`config.mk`:
```
export PLATFORM = sky130hd
export DESIGN_NAME = dwt_top
export DESIGN_NICKNAME = d
export VERILOG_FILES = /design/src/dwt_pkg.sv /design/src/dwt_top.sv
export SDC_FILE = /design/constraint.sdc
export NUM_CORES = 1
export LEC_CHECK = 0
export BUFFER_PORTS_ARGS = -buffer_cell sky130_fd_sc_hd__buf_2
export CORE_MARGIN = 1.5
export CORE_UTILIZATION = 62
export DETAILED_ROUTE_END_ITERATION = 8
export GPL_TIMING_DRIVEN = 0
export MAX_ROUTING_LAYER = met4
export PLACE_DENSITY_LB_ADDON = 0.15
export SETUP_SLACK_MARGIN = 0.3
export SYNTH_ARGS = -nofsm -noshare
export SYNTH_HDL_FRONTEND = slang
export SYNTH_SLANG_ARGS = --single-unit
```
`constraint.sdc`:
```
create_clock -name clk -period 7.65 [get_ports clk]
set_clock_uncertainty 0.05 [all_clocks]
set_input_delay 0.3825 -clock clk [delete_from_list [all_inputs] [get_ports clk]]
set_output_delay 0.3825 -clock clk [all_outputs]
set_load 0.01 [all_outputs]
```
`src/dwt_pkg.sv`:
```
// dual watchdog package: register map, field positions, reset values, codes.
// assumes a 32-bit apb slave with byte registers in the low lane of each word.
package dwt_pkg;

  // ==========================================================
  // register byte addresses
  localparam logic [7:0] DWT_ADDR_WD1_PERIOD = 8'h00;
  localparam logic [7:0] DWT_ADDR_WD1_MODE   = 8'h04;
  localparam logic [7:0] DWT_ADDR_WD2_MODE   = 8'h08;
  localparam logic [7:0] DWT_ADDR_WD2_KICK   = 8'h0C;
  localparam logic [7:0] DWT_ADDR_IRQ_CTRL   = 8'h10;

  // ==========================================================
  // field positions
  localparam int DWT_WD1_RUN_BIT     = 7;
  localparam int DWT_WD1_WDSEL_BIT   = 4;
  localparam int DWT_WD1_RSTSEL_BIT  = 3;
  localparam int DWT_WD2_ACT_HI_BIT  = 6;
  localparam int DWT_WD2_ACT_LO_BIT  = 5;
  localparam int DWT_WD2_CLK_TOP_BIT = 4;
  localparam int DWT_WD2_CLK_SUB_BIT = 3;
  localparam int DWT_IRQ_MASK_BIT    = 6;

  // ==========================================================
  // reset values, keys and write masks
  localparam logic [7:0] DWT_WD1_PERIOD_RST = 8'h00;
  localparam logic [7:0] DWT_WD1_MODE_RST   = 8'h00;
  localparam logic [7:0] DWT_WD2_MODE_RST   = 8'h67;
  localparam logic [7:0] DWT_WD2_KICK_READ  = 8'h9A;
  localparam logic [7:0] DWT_WD2_KICK_KEY   = 8'hAC;
  localparam logic [7:0] DWT_IRQ_CTRL_RST   = 8'h47;
  localparam logic [7:0] DWT_WD1_MODE_MASK  = 8'h98;
  localparam logic [7:0] DWT_IRQ_CTRL_MASK  = 8'h47;

  // ==========================================================
  // period exponents and counter widths
  localparam int DWT_WD1_EXP_BASE = 13;
  localparam int DWT_WD1_EXP_TOP  = 21;
  localparam int DWT_WD2_EXP_MAIN = 18;
  localparam int DWT_WD2_EXP_SUB  = 9;
  localparam int DWT_WD1_CNT_W    = 21;
  localparam int DWT_WD2_CNT_W    = 25;

  typedef enum logic [1:0] {
    DWT_ACC_IDLE = 2'b00,
    DWT_ACC_WAIT = 2'b01,
    DWT_ACC_DONE = 2'b11
  } dwt_acc_t;

endpackage

```
`src/dwt_top.sv`:
```
// dual watchdog block: interval/watchdog timer one and default-start timer two.
// assumes count-clock ticks, standby and cpu clock status arrive synchronous to clk.
//
// Decided for this implementation: register access over APB and the address map.
`timescale 1ns/1ps

module dwt_top
  import dwt_pkg::*;
#(
  parameter int WD1_W = DWT_WD1_CNT_W,
  parameter int WD2_W = DWT_WD2_CNT_W
) (
  input  wire logic        clk,
  input  wire logic        rst,
  input  wire logic        psel,
  input  wire logic        penable,
  input  wire logic        pwrite,
  input  wire logic [7:0]  paddr,
  input  wire logic [31:0] pwdata,
  input  wire logic [3:0]  pstrb,
  input  wire logic        bit_access,
  output logic [31:0]      prdata,
  output logic             pready,
  output logic             pslverr,
  input  wire logic        main_tick,
  input  wire logic        sub_tick,
  input  wire logic        standby_stop,
  input  wire logic        standby_idle,
  input  wire logic        cpu_on_subclock,
  output logic             wd1_interval_irq,
  output logic [2:0]       wd1_irq_priority,
  output logic             wd1_nmi_request,
  output logic             wd1_reset_request,
  output logic             wd2_nmi_request,
  output logic             wd2_reset_request
);

  // ==========================================================
  // helpers
  function automatic logic [WD1_W-1:0] wd1_last(input logic [2:0] code);
    logic [WD1_W:0] span;
    span = '0;
    if (code == 3'h7) begin
      span[DWT_WD1_EXP_TOP] = 1'b1;
    end else begin
      span[DWT_WD1_EXP_BASE + int'(code)] = 1'b1;
    end
    return WD1_W'(span - 1'b1);
  endfunction

  function automatic logic [WD2_W-1:0] wd2_last(input logic [4:0] field);
    logic [WD2_W:0] span;
    span = '0;
    if (field[DWT_WD2_CLK_SUB_BIT]) begin
      span[DWT_WD2_EXP_SUB + int'(field[2:0])] = 1'b1;
    end else begin
      span[DWT_WD2_EXP_MAIN + int'(field[2:0])] = 1'b1;
    end
    return WD2_W'(span - 1'b1);
  endfunction

  // ==========================================================
  // apb access: one wait state, write commits on the pready edge
  dwt_acc_t acc_reg;
  logic     acc_end;
  logic     commit;
  logic     wr_commit;
  logic     byte_wr;
  logic     mapped;
  logic     sel_period;
  logic     sel_wd1_mode;
  logic     sel_wd2_mode;
  logic     sel_kick;
  logic     sel_irq;

  assign sel_period   = (paddr == DWT_ADDR_WD1_PERIOD);
  assign sel_wd1_mode = (paddr == DWT_ADDR_WD1_MODE);
  assign sel_wd2_mode = (paddr == DWT_ADDR_WD2_MODE);
  assign sel_kick     = (paddr == DWT_ADDR_WD2_KICK);
  assign sel_irq      = (paddr == DWT_ADDR_IRQ_CTRL);
  assign mapped       = sel_period || sel_wd1_mode || sel_wd2_mode || sel_kick || sel_irq;
  // access phase seen in the wait state; registered into pready below
  assign acc_end      = (acc_reg == DWT_ACC_WAIT) && psel && penable;
  assign commit       = psel && penable && pready;
  assign wr_commit    = commit && pwrite && !pslverr;
  // a bit-wide write never counts as a byte write
  assign byte_wr      = pstrb[0] && !bit_access;

  always_ff @(posedge clk or posedge rst) begin
    if (rst) begin
      acc_reg <= DWT_ACC_IDLE;
    end else begin
      unique case (acc_reg)
        DWT_ACC_IDLE: if (psel && !penable) acc_reg <= DWT_ACC_WAIT;
        DWT_ACC_WAIT: if (psel && penable) acc_reg <= DWT_ACC_DONE;
        DWT_ACC_DONE: acc_reg <= (psel && !penable) ? DWT_ACC_WAIT : DWT_ACC_IDLE;
        default:      acc_reg <= DWT_ACC_IDLE;
      endcase
    end
  end

  // ==========================================================
  // registers
  logic [7:0] wd1_period_select_reg;
  logic [7:0] wd1_mode_control_reg;
  logic [7:0] wd2_mode_clock_select_reg;
  logic       wd2_written_reg;
  logic [7:0] wd_irq_control_reg;
  logic       kick_good;
  logic       kick_bad;
  logic       wd1_run_write;

  assign wd1_run_write = wr_commit && sel_wd1_mode && pstrb[0]
                      && pwdata[DWT_WD1_RUN_BIT];
  assign kick_good = wr_commit && sel_kick && byte_wr
                  && (pwdata[7:0] == DWT_WD2_KICK_KEY);
  // partial or wrong-value writes are treated as a runaway program
  assign kick_bad  = wr_commit && sel_kick && !kick_good;

  always_ff @(posedge clk or posedge rst) begin
    if (rst) begin
      wd1_period_select_reg <= DWT_WD1_PERIOD_RST;
    end else if (wr_commit && pstrb[0] && sel_period) begin
      wd1_period_select_reg <= {5'h00, pwdata[2:0]};
    end
  end

  always_ff @(posedge clk or posedge rst) begin
    if (rst) begin
      wd_irq_control_reg <= DWT_IRQ_CTRL_RST;
    end else if (wr_commit && pstrb[0] && sel_irq) begin
      wd_irq_control_reg <= pwdata[7:0] & DWT_IRQ_CTRL_MASK;
    end
  end

  // mode bits only ever go from 0 to 1
  always_ff @(posedge clk or posedge rst) begin
    if (rst) begin
      wd1_mode_control_reg <= DWT_WD1_MODE_RST;
    end else if (wr_commit && pstrb[0] && paddr == DWT_ADDR_WD1_MODE) begin
      wd1_mode_control_reg <= wd1_mode_control_reg | (pwdata[7:0] & DWT_WD1_MODE_MASK);
    end
  end

  logic       wd2_mode_write;

  // only a whole-byte write uses up the single allowed write
  assign wd2_mode_write = wr_commit && byte_wr && sel_wd2_mode && !wd2_written_reg;

  always_ff @(posedge clk or posedge rst) begin
    if (rst) begin
      wd2_mode_clock_select_reg <= DWT_WD2_MODE_RST;
    end else if (wd2_mode_write) begin
      wd2_mode_clock_select_reg <= pwdata[7:0];
    end
  end

  // once set, nothing short of reset reopens the mode register
  always_ff @(posedge clk or posedge rst) begin
    if (rst) begin
      wd2_written_reg <= 1'b0;
    end else if (wd2_mode_write) begin
      wd2_written_reg <= 1'b1;
    end
  end

  // ==========================================================
  // watchdog one
  logic [WD1_W-1:0] wd1_count_reg;
  logic [WD1_W-1:0] wd1_count_next;
  logic             wd1_run;
  logic             wd1_step;
  logic             wd1_expire;

  assign wd1_run    = wd1_mode_control_reg[DWT_WD1_RUN_BIT];
  // halted in stop/idle and frozen, not cleared, while the cpu runs on subclock
  assign wd1_step   = wd1_run && main_tick && !standby_stop && !standby_idle
                   && !cpu_on_subclock;
  assign wd1_expire = wd1_step && (wd1_count_reg == wd1_last(wd1_period_select_reg[2:0]));

  // a refresh in the same cycle as an expiry still restarts from zero
  always_comb begin
    wd1_count_next = wd1_count_reg;
    if (wd1_run_write) begin
      wd1_count_next = '0;
    end else if (wd1_expire) begin
      wd1_count_next = '0;
    end else if (wd1_step) begin
      wd1_count_next = wd1_count_reg + WD1_W'(1);
    end
  end

  always_ff @(posedge clk or posedge rst) begin
    if (rst) begin
      wd1_count_reg <= '0;
    end else begin
      wd1_count_reg <= wd1_count_next;
    end
  end

  logic             wd1_watchdog;
  logic             wd1_to_reset;

  assign wd1_watchdog = wd1_mode_control_reg[DWT_WD1_WDSEL_BIT];
  assign wd1_to_reset = wd1_mode_control_reg[DWT_WD1_RSTSEL_BIT];

  // mask gates the request here; priority is only passed on to the controller
  always_ff @(posedge clk or posedge rst) begin
    if (rst) begin
      wd1_interval_irq <= 1'b0;
    end else begin
      wd1_interval_irq <= wd1_expire && !wd1_watchdog
                       && !wd_irq_control_reg[DWT_IRQ_MASK_BIT];
    end
  end

  always_ff @(posedge clk or posedge rst) begin
    if (rst) begin
      wd1_nmi_request <= 1'b0;
    end else begin
      wd1_nmi_request <= wd1_expire && wd1_watchdog && !wd1_to_reset;
    end
  end

  always_ff @(posedge clk or posedge rst) begin
    if (rst) begin
      wd1_reset_request <= 1'b0;
    end else begin
      wd1_reset_request <= wd1_expire && wd1_watchdog && wd1_to_reset;
    end
  end

  always_ff @(posedge clk or posedge rst) begin
    if (rst) begin
      wd1_irq_priority <= DWT_IRQ_CTRL_RST[2:0];
    end else begin
      wd1_irq_priority <= wd_irq_control_reg[2:0];
    end
  end

  // ==========================================================
  // watchdog two
  logic [WD2_W-1:0] wd2_count_reg;
  logic [WD2_W-1:0] wd2_count_next;
  logic             wd2_on;
  logic             wd2_sub;
  logic             wd2_step;
  logic             wd2_expire;
  logic             wd2_fire;
  logic             wd2_to_reset;

  assign wd2_on       = !wd2_mode_clock_select_reg[DWT_WD2_CLK_TOP_BIT];
  assign wd2_sub      = wd2_mode_clock_select_reg[DWT_WD2_CLK_SUB_BIT];
  // subclock source keeps running through idle and stop
  assign wd2_step     = wd2_on && (wd2_sub ? sub_tick
                      : (main_tick && !standby_stop && !standby_idle));
  assign wd2_expire   = wd2_step && (wd2_count_reg == wd2_last(wd2_mode_clock_select_reg[4:0]));
  assign wd2_fire     = wd2_on && (wd2_expire || kick_bad);
  assign wd2_to_reset = wd2_mode_clock_select_reg[DWT_WD2_ACT_HI_BIT];

  // a key write wins over a step in the same cycle
  always_comb begin
    wd2_count_next = wd2_count_reg;
    if (kick_good || wd2_expire) begin
      wd2_count_next = '0;
    end else if (wd2_step) begin
      wd2_count_next = wd2_count_reg + WD2_W'(1);
    end
  end

  always_ff @(posedge clk or posedge rst) begin
    if (rst) begin
      wd2_count_reg <= '0;
    end else begin
      wd2_count_reg <= wd2_count_next;
    end
  end

  always_ff @(posedge clk or posedge rst) begin
    if (rst) begin
      wd2_nmi_request <= 1'b0;
    end else begin
      wd2_nmi_request <= wd2_fire && !wd2_to_reset;
    end
  end

  always_ff @(posedge clk or posedge rst) begin
    if (rst) begin
      wd2_reset_request <= 1'b0;
    end else begin
      wd2_reset_request <= wd2_fire && wd2_to_reset;
    end
  end

  // ==========================================================
  // read data, ready and error, all registered
  logic [7:0] rd_byte;

  // unmapped addresses read as zero and raise pslverr
  always_comb begin
    rd_byte = 8'h00;
    unique case (paddr)
      DWT_ADDR_WD1_PERIOD: rd_byte = wd1_period_select_reg;
      DWT_ADDR_WD1_MODE:   rd_byte = wd1_mode_control_reg;
      DWT_ADDR_WD2_MODE:   rd_byte = wd2_mode_clock_select_reg;
      DWT_ADDR_WD2_KICK:   rd_byte = DWT_WD2_KICK_READ;
      DWT_ADDR_IRQ_CTRL:   rd_byte = wd_irq_control_reg;
      default:             rd_byte = 8'h00;
    endcase
  end

  always_ff @(posedge clk or posedge rst) begin
    if (rst) begin
      pready <= 1'b0;
    end else begin
      pready <= acc_end;
    end
  end

  always_ff @(posedge clk or posedge rst) begin
    if (rst) begin
      pslverr <= 1'b0;
    end else begin
      pslverr <= acc_end && !mapped;
    end
  end

  // zero outside the answer cycle so stale data never lingers on the bus
  always_ff @(posedge clk or posedge rst) begin
    if (rst) begin
      prdata <= 32'h0000_0000;
    end else begin
      prdata <= (acc_end && !pwrite) ? {24'h000000, rd_byte} : 32'h0000_0000;
    end
  end

endmodule

```
## Word-level counts from Yosys, hierarchy flattened

Cells that the tools add are included.

| storage, ports and cells | value |
|---|---|
| register bits after elaboration | 90 |
| input bits | 55 |
| output and inout bits | 42 |
| logic and storage cells | 133 |

| cells by class | value |
|---|---|
| add/sub/neg operators | 7 |
| $lt $le $gt $ge | 6 |
| eq/ne operators | 12 |
| multiplexer cells | 20 |
| bitwise operators | 1 |
| reductions and logical operators | 70 |

Operators with widths:

| operator | count |
|---|---|
| 21-bit 2-to-1 mux | 4 |
| 25-bit 2-to-1 mux | 3 |
| 1-bit logical AND | 44 |
| 8-bit case mux with 5 select lines | 1 |
| 25-bit by 1-bit adder with 25-bit output, second input constant | 1 |
| 25-bit == test | 1 |
| 25-bit by 1-bit subtractor with 25-bit output, second input constant | 1 |
| 21-bit by 1-bit adder with 21-bit output, second input constant | 1 |
| 21-bit == test | 1 |
| 21-bit by 1-bit subtractor with 21-bit output, second input constant | 1 |
| 8-bit by 4-bit == test with 1-bit output, second input constant | 2 |
| 1-bit demux with 5-bit select | 3 |
| 1-bit zero test | 15 |
| 5-bit by 6-bit less-than comparator with 1-bit output, second input constant | 2 |
| 4-bit by 3-bit adder with 5-bit output, first input constant | 2 |
| 5-bit by 1-bit greater-or-equal comparator with 1-bit output, second input constant | 2 |
| 8-bit by 3-bit == test with 1-bit output, second input constant | 1 |
| 8-bit by 5-bit == test with 1-bit output, second input constant | 1 |
| 8-bit == test, second input constant | 1 |
| 8-bit zero test | 1 |
| 8-bit 2-to-1 mux | 1 |
| 8-bit OR | 1 |
| 5-bit by 3-bit adder with 6-bit output, first input constant | 1 |
| 6-bit by 1-bit greater-or-equal comparator with 1-bit output, second input constant | 1 |
| 14 further kinds | 24 |

## Longest topological paths before layout

Gate-level depths: netlist (run 1).

| logic depth | value |
|---|---|
| depth after elaboration | 12 |
| mapped depth | 13 |
| mapped depth without buffers | 10 |

## Worst setup path after synthesis (run 1)

No wires, ideal clock.

| timing | value |
|---|---|
| path kind | register to register |
| from | register wd1_period_select_reg[2] |
| to | register wd1_count_reg[14] |
| library setup time | 0.126 ns |
| arrival | 3.054 ns |
| required time | 7.474 ns |
| setup slack | 4.420 ns |
| cell stages (with the launch flop) | 13 |
| buffers on the path | 3 |
| period minus slack after synthesis | 3.230 ns |
| path through | dfrtp_1 clkbuf_1 inv_1 ha_1 clkbuf_1 nor2_1 a311o_1 or4_1 a211oi_1 and4_1 buf_4 nor2_1 a221o_1 |

| between the ends | value |
|---|---|
| word-level cells in the longest chain between the ends | 11 |
| elaborated cells on any way between the ends | 14 |
| classes of those cells | 2 x add/sub; 2 x order compare; 2 x eq/ne; 5 x mux; 3 x reduce/logical |

RTL lines:

| item | RTL line | source |
|---|---|---|
| start, declared | dwt_top.sv:104 | `logic [7:0] wd1_period_select_reg;` |
| start signal, assigned | dwt_top.sv:124 | `wd1_period_select_reg <= {5'h00, pwdata[2:0]};` |
| 4-bit by 3-bit adder with 5-bit output | dwt_top.sv:46 | `span[DWT_WD1_EXP_BASE + int'(code)] = 1'b1;` |
| 5-bit by 6-bit less-than comparator with 1-bit output (not written as such) or 5-bit by 1-bit greater-or-equal comparator with 1-bit output (tied branches) | dwt_top.sv:46 |  |
| 1-bit logical AND (not written as such) | dwt_top.sv:46 |  |
| 1-bit 2-to-1 mux (not written as such) | dwt_top.sv:46 |  |
| 1-bit demux with 5-bit select | dwt_top.sv:46 |  |
| 21-bit 2-to-1 mux * | dwt_top.sv:43 | `if (code == 3'h7) begin` |
| 21-bit by 1-bit subtractor with 21-bit output * | dwt_top.sv:48 | `return WD1_W'(span - 1'b1);` |
| 21-bit == test * | dwt_top.sv:179 | `assign wd1_expire = wd1_step && (wd1_count_reg == wd1_last(wd1_period_select_reg[2:0]));` |
| 1-bit logical AND * | dwt_top.sv:179 |  |
| 21-bit 2-to-1 mux | dwt_top.sv:186 | `end else if (wd1_expire) begin` |
| 21-bit 2-to-1 mux | dwt_top.sv:184 | `if (wd1_run_write) begin` |
| end signal, assigned | dwt_top.sv:197 | `wd1_count_reg <= wd1_count_next;` |
| end, declared | dwt_top.sv:169 | `logic [WD1_W-1:0] wd1_count_reg;` |

Every way passes the cells marked *; elsewhere a longest branch is shown, timed or not.
A chain may end at the register's enable or synchronous reset.

## Final worst setup path (run 1)

| timing | value |
|---|---|
| from | register wd2_mode_clock_select_reg[2] |
| to | register wd2_count_reg[5] |

| between the ends | value |
|---|---|
| word-level cells in the longest chain between the ends | 11 |
| elaborated cells on any way between the ends | 19 |
| classes of those cells | 3 x add/sub; 4 x order compare; 1 x eq/ne; 6 x mux; 5 x reduce/logical |

RTL lines:

| item | RTL line | source |
|---|---|---|
| start, declared | dwt_top.sv:106 | `logic [7:0] wd2_mode_clock_select_reg;` |
| start signal, assigned | dwt_top.sv:154 | `wd2_mode_clock_select_reg <= pwdata[7:0];` |
| 5-bit by 3-bit adder with 6-bit output or 4-bit by 3-bit adder with 5-bit output (tied branches) | dwt_top.sv:57, dwt_top.sv:55 |  |
| 6-bit by 1-bit greater-or-equal comparator with 1-bit output (not written as such) (tied with other cells) | dwt_top.sv:57 | `span[DWT_WD2_EXP_MAIN + int'(field[2:0])] = 1'b1;` |
| 1-bit logical AND (on tied branches) | dwt_top.sv:57, dwt_top.sv:55 |  |
| 1-bit 2-to-1 mux (on tied branches) | dwt_top.sv:57, dwt_top.sv:55 |  |
| 1-bit demux with 5-bit select (on tied branches) | dwt_top.sv:57, dwt_top.sv:55 |  |
| 25-bit 2-to-1 mux * | dwt_top.sv:54 | `if (field[DWT_WD2_CLK_SUB_BIT]) begin` |
| 25-bit by 1-bit subtractor with 25-bit output * | dwt_top.sv:59 | `return WD2_W'(span - 1'b1);` |
| 25-bit == test * | dwt_top.sv:257 | `assign wd2_expire = wd2_step && (wd2_count_reg == wd2_last(wd2_mode_clock_select_reg[4:0]));` |
| 1-bit logical AND * | dwt_top.sv:257 |  |
| 1-bit logical OR * | dwt_top.sv:264 | `if (kick_good \|\| wd2_expire) begin` |
| 25-bit 2-to-1 mux or 2-bit nonzero test (tied branches) | - |  |
| end signal, assigned | dwt_top.sv:275 | `wd2_count_reg <= wd2_count_next;` |
| end, declared | dwt_top.sv:243 | `logic [WD2_W-1:0] wd2_count_reg;` |

Marks and branches as above.

==> metrics.cfg, run 1 <==
[outcome]
status = finished clean

[grt]
grt-ovfl-total = 0
grt_pass1_vias = 5057
grt_max_degree = 58
antenna_found_initial = 0
grt_pass1_wl_mm = 24.3
grtUsageTotal_pct = 31.8

[sta]
drv_slew = 0
period_share_pct = 50.3
setup_tns_ns = 0
setup_violations = 0
holdWs_ns = 0.180
fmax_ghz = 0.260
slew_headroom_pct = 46.4
tightest_slew_ns = 0.804
rsz0062_at_grt = no
hold_violations = 0
setup_ws_ns = 3.80
period_needed_ns = 3.85

[synth]
yosys.area.top_type = dfrtp_1
synth_area_mm2 = 0.00574
synth_cells = 651
synth_area_per_cell_um2 = 8.82
synth.area.top_cells = dfrtp_1, dfstp_2, nor2_1
yosys.area.top_type_share_pct = 31.8
synth_commonest_cells = dfrtp_1, nor2_1, nand2_1, buf_4
synth-edff-count = 0
synth_seq_cells = 85
ys_async_sr_fraction_pct = 100
synth_ff_type = dfrtp_1
ys_seq_area_share_pct = 37.3
synth.distinct_cells = 67
synth_most_common_cell = dfrtp_1
yosysWarnings = 0

[finish]
drive_gt1_share_pct = 17.4
syn_to_final_growth_pct = 11.7
num-nets-final = 795
largest_reg_flops = 25
final_util_pct = 72.5
stdcell_count = 845
antenna_cells = 0
final_area_mm2 = 0.00641

[die]
core_area_mm2 = 0.00885
die_h_um = 99.2
die_w_um = 99.2
ios = 97
rows = 34
dieArea_mm2 = 0.00985
start_util_pct = 64.9

[critical_path]
path_max_fanout = 10
end_kind = flip-flop
crit_type = flip-flop to flip-flop
critPathRequiredTime_ns = 7.88
startpoint_type = flip-flop
cp_data_arrival_time_ns = 4.08

[pwr]
p_sw_uw = 264
peakVddDrop_v = 0.0000932
seq_power_share_pct = 54.4
internal_power_uw = 628
power.leakage_nw = 2.92
p_per_area_mw_per_mm2 = 139
switching_share_pct = 29.6
power_uw = 892
clkPwrFrac_pct = 36.0
p_comb_share_pct = 9.6

[placement]
numPortBuffers = 44
pre_cts_slack_ns = 3.81
globalplace.congestion = 0.996
hpwl_mm = 10.6
dp_cells = 828
placedInstanceArea_mm2 = 0.00622

[drt]
drt_iter0_markers = 289
antenna_left = 0
viasPerCell = 6.03
met1_length_mm = 6.13
top_layer_used = met4
wl_met2_mm = 7.04
wl_per_cell_um = 16.9
first_pass_iters = 5
wl_mm = 14.3
drcViolationCount = 0
vias = 5094
wl_met3_um = 700

[clocking]
cts_made_buffers = 9
post_cts_buffers = 0
h-tree-depth = 3
clock-sinks = 85
postCtsResizedCells = 0
cts_buffer_depth = 2
clock_latency_ns = 0.38
clkTransAtPathRegs_ns = 0.11
root_buffer = clkbuf_8
cts_tree = done

[min_path]
worstHoldPathType = primary input to flip-flop

[flow_run]
maxCapViolCount = 0

==> repair_timing <==
| item | in CTS | in global routing |
|---|---|---|
| setup endpoints to repair | 0 | 0 |
| hold buffers | 1 | 0 |
| hold endpoints to repair | 28 | 0 |
==> critical path: stages, from the launching register on <==
cell and delay (ns):
dfstp_2 0.55, clkbuf_1 0.30, inv_1 0.17, ha_1 0.42, nor4bb_1 0.17, a32o_1 0.27
a222oi_1 0.24, nand4_1 0.14, or4_1 0.65, o31ai_4 0.47, buf_4 0.25, nor2_1 0.06
==> per-layer routing <==
metal / vias to the layer above / GRT usage [%]
met5: - / -
li1: 2436 / -
met1: 2441 / 39.5
met4: 0 / 13.7
met2: 182 / 52.6
met3: 35 / 3.79
==> final timing paths <==
path                                                end                          from  cells past startpoint  slack (ns)
worst min register to register      wd1_irq_priority[2]         wd_irq_control_reg[2]                      0        0.32
worst max register to register         wd2_count_reg[5]  wd2_mode_clock_select_reg[2]                     11        3.80
worst min-delay path            wd1_mode_control_reg[3]                     pwdata[3]                      3        0.18
max in group asynchronous           wd1_irq_priority[0]                           rst                      4        6.38
worst max-delay path                   wd2_count_reg[5]  wd2_mode_clock_select_reg[2]                     11        3.80
min in group asynchronous             wd2_count_reg[13]                           rst                      3        0.50
==> power by group through the flow <==
stage / clock network (mW) / registers (mW) / logic, mW
3_5_place_dp: 0 / 0.493 / 0.0828
5_1_grt: 0.343 / 0.488 / 0.0965
4_1_cts: 0.328 / 0.484 / 0.0838
2_1_floorplan: 0 / 0.487 / 0.0585
6_report: 0.321 / 0.485 / 0.0856
3_3_place_gp: 0 / 0.491 / 0.0757
==> cells by family after synthesis <==
kind of cell               share of synthesized area, %
xor gates and xnor gates                           8.34
adders and majority gates                          1.92
AOI/OAI and AO/OA                                  14.6
other                                             0.131
buffers and inverters                              7.41
DFF                                                37.3
muxes                                              4.03
and+or+nand+nor                                    26.3
==> final cells by class <==
class / instances / area (um2)
multi-input combinational: 508 / 3270
fill: 700 / 2430
sequential: 85 / 2140
buffer: 59 / 339
timing repair buffer: 46 / 258
tap: 108 / 135
clock buffer: 9 / 124
inverter: 23 / 88.8
clock inverter: 7 / 62.6
==> placed cells by master (no fill, tap or decap), types with 6 or more instances in the layout <==
cell type / instances
nand4_1: 17
ha_1: 8
a21oi_1: 17
inv_1: 22
xnor2_1: 25
a211oi_1: 8
buf_4: 28
mux2_2: 17
buf_2: 48
a21o_1: 6
dfstp_2: 12
and3_1: 6
a221o_1: 9
nor2_1: 71
or4_1: 6
xor2_1: 22
conb_1: 26
o21ai_0: 25
nand3_1: 21
o31ai_1: 6
nor3_1: 18
o21a_1: 6
and4_1: 7
nand2_1: 58
clkbuf_8: 9
clkbuf_1: 24
or3_1: 10
nor2b_1: 13
dfrtp_1: 73
nand2b_1: 14
Power figures use the tool's default switching activity.
==> inputs of run 2 (changes only) <==
--- a/config.mk
+++ b/config.mk
@@ -7,7 +7,7 @@
 export LEC_CHECK = 0
 export BUFFER_PORTS_ARGS = -buffer_cell sky130_fd_sc_hd__buf_2
 export CORE_MARGIN = 1.5
-export CORE_UTILIZATION = 62
+export CORE_UTILIZATION = 57
 export DETAILED_ROUTE_END_ITERATION = 8
 export GPL_TIMING_DRIVEN = 0
 export MAX_ROUTING_LAYER = met4
==> constraint.sdc (replaced) <==
create_clock -name clk -period 4.03 [get_ports clk]
set_clock_uncertainty 0.05 [all_clocks]
set_input_delay 0.2015 -clock clk [delete_from_list [all_inputs] [get_ports clk]]
set_output_delay 0.2015 -clock clk [all_outputs]
set_load 0.01 [all_outputs]
==> run 2 against run 1 <==
First-iteration DRC count is 28% lower. Critical path depth is 1 higher. Global-route usage is 2.8 points lower. Hold slack worse by 0.16 ns. Critical endpoint is now wd2_count_reg[12]. Setup slack worse by 3.4 ns. Final area is 1.9% higher. Non-clock buffer count is 5 higher. Utilization is 5.6 points lower. Total power is 97% higher.
==> metrics.cfg, run 2 (synthesized netlist as in run 1, its figures left out) <==
[critical_path]
critPathRequiredTime_ns = 4.25  ; was 7.88 ns
end_kind = flip-flop  ; unchanged
critPathBufInv = 4  ; was 3
cp_data_arrival_time_ns = 3.86  ; was 4.08 ns
crit_family = simple AND/OR/NAND/NOR gates  ; unchanged
max_stage_delay_ns = 0.61  ; was 0.65 ns
r2r_setup_slack_ns = 0.39  ; was 3.80 ns
startpoint_type = flip-flop  ; unchanged
critPathMostFrequentCell = buf_4
crit_chain = clkbuf_4, inv_1, ha_2, nor4bb_1, a32o_1, a222oi_1, nand4_1, or4_4, o31ai_4, buf_4, buf_4, nor2_1  ; was clkbuf_1, inv_1, ha_1, nor4bb_1, a32o_1, a222oi_1, nand4_1, or4_1, o31ai_4, buf_4, nor2_1
path_max_fanout = 10  ; unchanged
slowest_stage = dfstp_2  ; was or4_1
crit_type = flip-flop to flip-flop  ; unchanged

[drt]
antenna_left = 0  ; unchanged
drcViolationCount = 0  ; unchanged
first_pass_iters = 5  ; unchanged
wl_mm = 14.0  ; was 14.3 mm
vias = 5094  ; unchanged
wl_per_cell_um = 16.0  ; was 16.9 um
viasPerCell = 5.82  ; was 6.03
drt_iter0_markers = 209  ; was 289

[clocking]
cts_buffer_depth = 2  ; unchanged
clock-sinks = 85  ; unchanged
root_buffer = clkbuf_8  ; unchanged
cts_tree = done  ; unchanged
h-tree-depth = 3  ; unchanged
clock_latency_ns = 0.38  ; about the same
cts_made_buffers = 9  ; unchanged
clkTransAtPathRegs_ns = 0.10  ; was 0.11 ns

[sta]
slew_headroom_pct = 49.3  ; was 46.4%
period_share_pct = 90.4  ; was 50.3%
setup_violations = 0  ; unchanged
rsz0062_at_grt = no  ; unchanged
hold_violations = 0  ; unchanged
setup_tns_ns = 0  ; unchanged
period_needed_ns = 3.64  ; was 3.85 ns
holdWs_ns = 0.0178  ; was 0.180 ns
drv_slew = 0  ; unchanged
fmax_ghz = 0.274  ; was 0.260 GHz
tightest_slew_ns = 0.757  ; was 0.804 ns

[die]
rows = 36  ; was 34
die_h_um = 103  ; was 99.2 um
dieArea_mm2 = 0.0107  ; was 0.00985 mm2
ios = 97  ; unchanged
core_area_mm2 = 0.00977  ; was 0.00885 mm2
die_w_um = 103  ; was 99.2 um
start_util_pct = 58.8  ; was 64.9%

[finish]
drive_gt1_share_pct = 18.5  ; was 17.4%
syn_to_final_growth_pct = 13.9  ; was 11.7%
num-nets-final = 800  ; was 795
antenna_cells = 0  ; unchanged
layout_common_cells = dfrtp_1, nor2_1, nand2_1  ; unchanged
layout_commonest_cell = dfrtp_1  ; unchanged
largest_reg_flops = 25  ; unchanged

[grt]
grt-ovfl-total = 0  ; unchanged
antenna_found_initial = 0  ; unchanged
grt_max_degree = 62  ; was 58
grt_pass1_vias = 4888  ; was 5057
grtUsageTotal_pct = 28.9  ; was 31.8%
grt_pass1_wl_mm = 23.1  ; was 24.3 mm

[pwr]
power_mw = 1.76  ; was 892 uW
p_per_area_mw_per_mm2 = 269  ; was 139 mW/mm2
power.leakage_nw = 2.96  ; was 2.92 nW
peakVddDrop_v = 0.000304  ; was 0.0000932 V

[outcome]
status = finished clean  ; unchanged

[flow_run]
maxCapViolCount = 0  ; unchanged

[placement]
hpwl_mm = 10.3  ; was 10.6 mm
numPortBuffers = 44  ; unchanged
globalplace.congestion = 0.891  ; was 0.996

[min_path]
worstHoldPathType = primary input to flip-flop  ; unchanged

## run 2: changes by cell type in the layout (fill, tap and decap cells not counted), sizes merged
cell         before  now
dlygate4sd3       1    2
clkinvlp          0    1
bufinv            0    2
clkinv            1    0
inv              29   26
buf              80   83
clkbuf           33   35
## run 2: worst paths after layout
check | from | endpoint | depth (start not counted)
max | wd2_mode_clock_select_reg[1] | wd2_count_reg[12] | 12
min | pwdata[3] | wd1_mode_control_reg[3] | 3
max reg2reg | wd2_mode_clock_select_reg[1] | wd2_count_reg[12] | 12
min reg2reg | wd_irq_control_reg[2] | wd1_irq_priority[2] | 0
max in group asynchronous | rst | wd1_irq_priority[0] | 4
min in group asynchronous | rst | wd2_count_reg[10] | 3
## run 2: layout make-up
cell class | instances | area (um2)
buffer | 59 | 350
clock buffer | 10 | 128
clock inverter | 6 | 93.8
fill | 802 | 3240
inverter | 23 | 88.8
multi-input combinational | 508 | 3270
sequential | 85 | 2140
tap | 133 | 166
timing repair buffer | 51 | 298
## run 2: report_power, final
group	switching, mW	internal [mW]
Sequential	0.0366	0.881
Combinational	0.0887	0.0718
Clock	0.328	0.356
Total	0.453	1.31
## run 2: metrics by stage
| stage | std cells | instance area [um2] | util, % | setup WS [ns] |
|---|---|---|---|---|
| detailed placement | 853 | 6250 | 63.9 | 0.181 |
| global placement | 852 | 6220 | 63.6 | 0.296 |
| global route | 875 | 6540 | 66.9 | 0.281 |
| floorplan | 675 | 5830 | - | 0.800 |
| CTS | 873 | 6510 | 66.6 | 0.306 |
| finish | 875 | 6540 | 66.9 | 0.385 |
## run 2: repair_timing
item | CTS | global route
resized for setup | 2 | 9
pin swaps | 1 | 3
setup buffers | 2 | 2
hold endpoints to repair | 25 | 0
setup endpoints to repair | 20 | 47
hold buffers | 2 | 0
## run 2: metal layers
layer / global-route usage (%) / part of all wire [%] / vias up
met5: - / 0 / -
met4: 12.1 / 3.1 / 0
met3: 6.72 / 5.1 / 38
met2: 47.0 / 50 / 183
met1: 34.7 / 42 / 2428
li1: - / - / 2445
## run 2: worst register-to-register path: stages, from the launching register on
cell and delay (ns):
dfstp_2 0.61, clkbuf_4 0.22, inv_1 0.11, ha_2 0.35, nor4bb_1 0.14, a32o_1 0.25, a222oi_1 0.39, nand4_1 0.15
or4_4 0.61, o31ai_4 0.25, buf_4 0.17, buf_4 0.16, nor2_1 0.06
